### config.mk
export PLATFORM = sky130hd
export DESIGN_NAME = ppvc_regs
export DESIGN_NICKNAME = d
export VERILOG_FILES = /design/src/ppvc_pkg.sv /design/src/ppvc_regs.sv
export SDC_FILE = /design/constraint.sdc
export NUM_CORES = 1
export LEC_CHECK = 0
export ABC_AREA = 1
export BUFFER_PORTS_ARGS = -buffer_cell sky130_fd_sc_hd__buf_2
export CAP_MARGIN = 10
export CORE_ASPECT_RATIO = 2
export CORE_MARGIN = 2
export CORE_UTILIZATION = 35
export DETAILED_ROUTE_END_ITERATION = 7
export SLEW_MARGIN = 25
export SYNTH_ARGS = -nofsm -noshare
export SYNTH_HDL_FRONTEND = slang
export SYNTH_SLANG_ARGS = --single-unit
### constraint.sdc
create_clock -name clk_sys -period 1.7 [get_ports clk_sys]
set_input_delay 0.255 -clock clk_sys [delete_from_list [all_inputs] [get_ports clk_sys]]
set_output_delay 0.255 -clock clk_sys [all_outputs]
set_load 0.01 [all_outputs]
### src/ppvc_pkg.sv
// Summary of operation
// - Timer-disable bit set stops the completion timeout timer; clear lets it run.
// - Routing bit clear sends hot-swap events to GPE; set sends them as INTx/MSI.
// - Hot-swap routing is not gated by error throttling or injection settings.
// - Loopback bit set forces Enable Loopback in every transmitted TS1/TS2.
// - Software writing one sets turn-off request, which sends PME Turn Off message.
// - Hardware clears turn-off request on acknowledge or while link layer is down.
// - Link-active status bit mirrors the link layer's link-active indication.
// - Acknowledge with request pending sets turn-off ack and clears the request.
// - Turn-off ack clears by writing one, and while link layer is down.
// - Capability ID byte reads 01h and ignores writes.
// - Next-capability pointer byte reads 58h and ignores writes.
// - Hot-swap status byte is read-only zero.
// - Secondary reset bit forces link hot reset without clearing these registers.
package ppvc_pkg;
    localparam logic [7:0] PPVC_OFS_CMD1     = 8'h45;
    localparam logic [7:0] PPVC_OFS_STS0     = 8'h46;
    localparam logic [7:0] PPVC_OFS_STS1     = 8'h47;
    localparam logic [7:0] PPVC_OFS_CAPID    = 8'h50;
    localparam logic [7:0] PPVC_OFS_NPTR     = 8'h51;
    localparam logic [7:0] PPVC_OFS_IRQ_STS  = 8'h60;
    localparam logic [7:0] PPVC_OFS_IRQ_MASK = 8'h61;
    localparam logic [7:0] PPVC_OFS_BRCTL    = 8'h62;
    localparam logic [7:0] PPVC_CAPID_VAL    = 8'h01;
    localparam logic [7:0] PPVC_NPTR_VAL     = 8'h58;
    localparam logic [7:0] PPVC_ZERO         = 8'h00;
    localparam int PPVC_BIT_TOR    = 0;
    localparam int PPVC_BIT_LOOP   = 1;
    localparam int PPVC_BIT_GPEDIS = 2;
    localparam int PPVC_BIT_TODIS  = 3;
    localparam int PPVC_BIT_TOA    = 0;
    localparam int PPVC_BIT_LINK   = 1;
    localparam int PPVC_BIT_SRST   = 6;
    // Interrupt status/mask bits
    localparam int PPVC_IRQ_ACK    = 0;
    localparam int PPVC_IRQ_LUP    = 1;
    localparam int PPVC_IRQ_LDN    = 2;
    localparam logic [3:0] PPVC_CMD1_MASK = 4'hF;
    localparam logic [2:0] PPVC_IRQ_MASKW = 3'h7;

    typedef struct packed {
        logic [7:0] addr;
        logic [7:0] wdata;
        logic       wr;
        logic       rd;
    } ppvc_bus_t;

    typedef struct packed {
        logic       link_active;
        logic       dl_down;
        logic       turn_off_ack_in;
        logic       hot_swap_evt;
    } ppvc_link_t;

    typedef struct packed {
        logic [3:0] cmd;
        logic       toa;
        logic       link_s1;
        logic       link_s2;
        logic       link_d;
        logic       dl_s1;
        logic       dl_s2;
        logic       ack_s1;
        logic       ack_s2;
        logic       ack_d;
        logic       hs_s1;
        logic       hs_s2;
        logic       tor_d;
        logic       turn_off_msg;
        logic [2:0] irq_sts;
        logic [2:0] irq_mask;
        logic       srst;
        logic [7:0] rdata;
    } ppvc_state_t;
endpackage : ppvc_pkg

### src/ppvc_regs.sv
// Design decision made here: the plain strobed port.
`timescale 1ns/10ps
`default_nettype none
module ppvc_regs (
    input  wire logic               clk_sys,
    input  wire logic               rstn,
    input  wire ppvc_pkg::ppvc_bus_t  bus,
    output logic [7:0]              rdata,
    input  wire ppvc_pkg::ppvc_link_t link_in,
    input  wire logic               err_throttle,
    output logic                    cpl_timer_run,
    output logic                    hs_gpe_evt,
    output logic                    hs_msi_evt,
    output logic                    ts_loopback_force,
    output logic                    turn_off_msg,
    output logic                    secondary_link_hot_reset,
    output logic                    irq
);
    ppvc_pkg::ppvc_state_t st;
    ppvc_pkg::ppvc_state_t next_st;
    logic                  wr_cmd1;
    logic                  wr_sts1;
    logic                  ack_rise;
    logic                  req_pending;
    logic                  ack_take;
    logic                  dl_down_now;
    logic                  link_up_evt;
    logic                  link_down_evt;

    // Write strobe aimed at one byte offset
    function automatic logic ppvc_wr_hit(
        input ppvc_pkg::ppvc_bus_t b,
        input logic [7:0]          ofs
    );
        return b.wr && (b.addr == ofs);
    endfunction : ppvc_wr_hit

    // Rising edge between two consecutive synchronised samples
    function automatic logic ppvc_rise(
        input logic prev,
        input logic cur
    );
        return cur && !prev;
    endfunction : ppvc_rise

    // Falling edge between two consecutive synchronised samples
    function automatic logic ppvc_fall(
        input logic prev,
        input logic cur
    );
        return prev && !cur;
    endfunction : ppvc_fall

    // Status byte with link and acknowledge bits at their positions
    function automatic logic [7:0] ppvc_sts1_word(
        input logic link,
        input logic ack
    );
        logic [7:0] w;
        w = ppvc_pkg::PPVC_ZERO;
        w[ppvc_pkg::PPVC_BIT_LINK] = link;
        w[ppvc_pkg::PPVC_BIT_TOA]  = ack;
        return w;
    endfunction : ppvc_sts1_word

    // Three-bit interrupt field widened to a byte
    function automatic logic [7:0] ppvc_ext3(
        input logic [2:0] v
    );
        return {5'h00, v};
    endfunction : ppvc_ext3

    always_comb begin
        next_st = st;
        wr_cmd1 = ppvc_wr_hit(bus, ppvc_pkg::PPVC_OFS_CMD1);
        wr_sts1 = ppvc_wr_hit(bus, ppvc_pkg::PPVC_OFS_STS1);
        next_st.link_s1 = link_in.link_active;
        next_st.link_s2 = st.link_s1;
        // Edge history taken from the second stage only
        next_st.link_d  = st.link_s2;
        next_st.dl_s1   = link_in.dl_down;
        next_st.dl_s2   = st.dl_s1;
        next_st.ack_s1  = link_in.turn_off_ack_in;
        next_st.ack_s2  = st.ack_s1;
        next_st.ack_d   = st.ack_s2;
        next_st.hs_s1   = link_in.hot_swap_evt;
        next_st.hs_s2   = st.hs_s1;
        ack_rise      = ppvc_rise(st.ack_d, st.ack_s2);
        req_pending   = st.cmd[ppvc_pkg::PPVC_BIT_TOR];
        ack_take      = ack_rise && req_pending;
        dl_down_now   = st.dl_s2;
        link_up_evt   = ppvc_rise(st.link_d, st.link_s2);
        link_down_evt = ppvc_fall(st.link_d, st.link_s2);
        if (wr_cmd1) begin
            next_st.cmd[3:1] = bus.wdata[3:1] & ppvc_pkg::PPVC_CMD1_MASK[3:1];
            if (bus.wdata[ppvc_pkg::PPVC_BIT_TOR]) begin
                next_st.cmd[ppvc_pkg::PPVC_BIT_TOR] = 1'b1;
            end
        end
        if (wr_sts1 && bus.wdata[ppvc_pkg::PPVC_BIT_TOA]) begin
            next_st.toa = 1'b0;
        end
        if (ack_take) begin
            next_st.toa = 1'b1;
            next_st.cmd[ppvc_pkg::PPVC_BIT_TOR] = 1'b0;
        end
        if (dl_down_now) begin
            next_st.cmd[ppvc_pkg::PPVC_BIT_TOR] = 1'b0;
            next_st.toa = 1'b0;
        end
        // Message pulse on rising request
        next_st.tor_d        = st.cmd[ppvc_pkg::PPVC_BIT_TOR];
        next_st.turn_off_msg = st.cmd[ppvc_pkg::PPVC_BIT_TOR] && !st.tor_d;
        // Interrupt status, set wins over write-one clear
        if (ppvc_wr_hit(bus, ppvc_pkg::PPVC_OFS_IRQ_STS)) begin
            next_st.irq_sts = st.irq_sts & ~bus.wdata[2:0];
        end
        if (ack_take) begin
            next_st.irq_sts[ppvc_pkg::PPVC_IRQ_ACK] = 1'b1;
        end
        if (link_down_evt) begin
            next_st.irq_sts[ppvc_pkg::PPVC_IRQ_LDN] = 1'b1;
        end
        if (link_up_evt) begin
            next_st.irq_sts[ppvc_pkg::PPVC_IRQ_LUP] = 1'b1;
        end
        if (ppvc_wr_hit(bus, ppvc_pkg::PPVC_OFS_IRQ_MASK)) begin
            next_st.irq_mask = bus.wdata[2:0] & ppvc_pkg::PPVC_IRQ_MASKW;
        end
        if (ppvc_wr_hit(bus, ppvc_pkg::PPVC_OFS_BRCTL)) begin
            next_st.srst = bus.wdata[ppvc_pkg::PPVC_BIT_SRST];
        end
        next_st.rdata = ppvc_pkg::PPVC_ZERO;
        if (bus.rd) begin
            case (bus.addr)
                ppvc_pkg::PPVC_OFS_CMD1: begin
                    next_st.rdata = {4'h0, st.cmd};
                end
                ppvc_pkg::PPVC_OFS_STS0: begin
                    next_st.rdata = ppvc_pkg::PPVC_ZERO;
                end
                ppvc_pkg::PPVC_OFS_STS1: begin
                    next_st.rdata = ppvc_sts1_word(st.link_s2, st.toa);
                end
                ppvc_pkg::PPVC_OFS_CAPID: begin
                    next_st.rdata = ppvc_pkg::PPVC_CAPID_VAL;
                end
                ppvc_pkg::PPVC_OFS_NPTR: begin
                    next_st.rdata = ppvc_pkg::PPVC_NPTR_VAL;
                end
                ppvc_pkg::PPVC_OFS_IRQ_STS: begin
                    next_st.rdata = ppvc_ext3(st.irq_sts);
                end
                ppvc_pkg::PPVC_OFS_IRQ_MASK: begin
                    next_st.rdata = ppvc_ext3(st.irq_mask);
                end
                ppvc_pkg::PPVC_OFS_BRCTL: begin
                    next_st.rdata = {1'b0, st.srst, 6'h00};
                end
                default: begin
                    next_st.rdata = ppvc_pkg::PPVC_ZERO;
                end
            endcase
        end
    end

    always_ff @(posedge clk_sys or negedge rstn) begin
        if (!rstn) begin
            st <= '0;
        end else begin
            st <= next_st;
        end
    end

    assign rdata = st.rdata;
    assign cpl_timer_run = !st.cmd[ppvc_pkg::PPVC_BIT_TODIS];
    assign hs_gpe_evt = st.hs_s2 && !st.cmd[ppvc_pkg::PPVC_BIT_GPEDIS];
    assign hs_msi_evt = st.hs_s2 && st.cmd[ppvc_pkg::PPVC_BIT_GPEDIS];
    assign ts_loopback_force = st.cmd[ppvc_pkg::PPVC_BIT_LOOP];
    assign turn_off_msg = st.turn_off_msg;
    assign secondary_link_hot_reset = st.srst;
    assign irq = |(st.irq_sts & st.irq_mask);

    logic unused_ok;
    assign unused_ok = err_throttle;
endmodule : ppvc_regs
`default_nettype wire

==> impl_metrics.json <==
{
  "yosysTopAreaCell": "dfrtp_1",
  "area_delta_synth_final_pct": 19.9,
  "vias": 1085,
  "yosysWarningCount": 0,
  "finalNonFillerCells": 245,
  "clock-sinks": 30,
  "synth-seq-area-share_pct": 53.1,
  "die_x_um": 48.9,
  "clk_latency_ns": 0.29,
  "ys_top_cells_by_area": "dfrtp_1, nand2_1, nand3_1",
  "numPlacedInstances": 237,
  "initial_core_util_pct": 36.4,
  "end_kind": "primary output",
  "required_ns": 1.44,
  "cts_root_buf": "clkbuf_8",
  "port_buffers": 33,
  "drive_gt1_share_pct": 33.5,
  "postSynthCellCount": 160,
  "violations": "hold timing",
  "synthFlopType": "dfrtp_1",
  "overflow": 0,
  "min_path_type": "in -> async",
  "wl_met3_um": 125,
  "clk_pin_slew_ns": 0.07,
  "multiInputGateArea_um2": 538,
  "postCtsSetupRepairBufs": 0,
  "grt_usage_pct": 14.2,
  "coreArea_um2": 3880,
  "powerDensity_nw_per_um2": 930,
  "synth_area_um2": 1410,
  "grt_pass1_vias": 1128,
  "crit_path_start_kind": "register",
  "drtIter0Drc": 12,
  "antenna_found_initial": 0,
  "vias_per_cell": 4.43,
  "p_leak_nw": 0.962,
  "first_pass_iters": 4,
  "highest_layer": "met4",
  "clockBufferDepth": 2,
  "crit_fanout": 3,
  "clock-skew-final_ns": 0.00817,
  "wl_per_cell_um": 11.0,
  "grt_max_degree": 31,
  "worstSetupPathType": "reg -> out",
  "cap_violations": 0,
  "whs_ns": -0.0140,
  "timing.rr.start": "next_st[16]",
  "avgSynthCellArea_um2": 8.83,
  "cts_resized": 0,
  "numCtsBuffers": 5,
  "max-vdd-ir-drop_uv": 546,
  "die-area_um2": 4590,
  "setup_viol": 0,
  "cp-startpoint": "st[12]",
  "finalSetupTns_ns": 0,
  "fmax_mhz": 800,
  "htreeDepth": 2,
  "synth_common_cells": "nand2_1, dfrtp_1, nor2_1, nand3_1, inv_1",
  "synthDistinctLibCells": 18,
  "synth_seq_cells": 30,
  "tritoncts": "built",
  "grt_pass1_wl_um": 4820,
  "crit_arrival_ns": 1.00,
  "rsz0062_at_grt": "no",
  "fin_crit_ns": 1.25,
  "async_flop_share_pct": 100,
  "gp_congestion": 0.842,
  "min_period_over_period_pct": 73.6,
  "ant_nets": 0,
  "outcome": "complete, but fails checks",
  "synth_edf_count": 0,
  "drcViolationCount": 0,
  "n_antenna_cell": 0,
  "drv_slew": 0,
  "hold_violations": 10,
  "max_slew_margin_pct": 56.2,
  "drt-total-wl_um": 2700,
  "fin_nets": 218,
  "rows": 32,
  "yosysMostFrequentCell": "nand2_1",
  "synth_top_area_share_pct": 53.1,
  "hold_buffers": 0,
  "regToRegSetupSlack_ns": 0.79,
  "die_h_um": 93.8,
  "met1_length_um": 946,
  "worst_pin_slew_ns": 0.657,
  "wl_met2_um": 1520,
  "io_pins": 40,
  "fillers": 414,
  "regArea_um2": 751,
  "dp_hpwl_um": 2130
}
-- report_power, final --
group	switching, W	total (W)	internal, W
logic	0.0000842	0.000128	0.0000437
clock network	0.000267	0.000697	0.000430
registers	0.0000124	0.000751	0.000738
-- state kept, by name, summed over array words and instances, names as in the netlist --
| register | cells |
|---|---|
| dl_down_now | 1 |
| turn_off_msg | 1 |
| ts_loopback_force | 1 |
| rdata | 6 |
| next_st | 7 |
| secondary_link_hot_reset | 1 |
| st | 13 |
-- worst max-delay path, stage by stage (launching register included) --
cell and delay (ns):
dfrtp_1 0.39, nand2_1 0.08, nand3_1 0.09, buf_2 0.15
-- routing by layer --
layer	up-vias	GRT usage (%)
li1	548	-
met1	498	13.4
met2	29	26.1
met3	10	3.18
met4	0	10.5
met5	-	0
-- cells in the final DEF, fill, tap and decap left out --
master,count
clkinv_2,2
bufinv_16,1
clkbuf_8,5
dfrtp_1,30
inv_1,11
nand2_2,5
nor2_4,3
and2_4,1
nand4_1,1
a21oi_1,3
nor2_1,17
conb_1,2
nor2_2,1
nand2_4,4
a21oi_2,1
nor2_8,2
inv_2,7
nand3_1,13
o21ai_0,9
nand2_1,43
buf_2,33
-- final cells by class --
class	count	share of cell area (%)
clock buffers	5	4.06
repair buffers	33	9.75
multi-input cells	105	31.8
well taps	51	3.77
flip-flops and latches	30	44.3
clock inverters	3	2.36
inverters	18	3.99
-- per-stage QoR --
| stage | total power, W | utilization (%) | setup slack (ns) | hold slack [ns] | instance area [µm²] |
|---|---|---|---|---|---|
| after floorplan | 0.000829 | - | 0.721 | -0.0406 | 1420 |
| after global placement | 0.000892 | 40.8 | 0.478 | 0.323 | 1590 |
| after detailed placement | 0.000894 | 40.8 | 0.466 | 0.326 | 1590 |
| after CTS | 0.00159 | 43.6 | 0.444 | 0.0124 | 1690 |
| after global routing | 0.00165 | 43.6 | 0.369 | 0.0509 | 1690 |
| final | 0.00158 | 43.6 | 0.449 | -0.0140 | 1690 |
-- final timing paths --
check / cells after the start / end
hold / removal: 1 / next_st[17]
hold reg to reg: 0 / st[17]
setup reg to reg: 5 / next_st[16]
max in group asynchronous: 1 / turn_off_msg
min in group clk_sys: 1 / next_st[25]
setup / recovery: 3 / irq
-- cell families after synthesis --
logic type	share of synthesized area [%]
other	0.265
AOI/OAI and AO/OA	4.87
and+or+nand+nor	32.7
DFF	53.1
buffers and inverters	9.04
(Power assumes the default switching activity.)
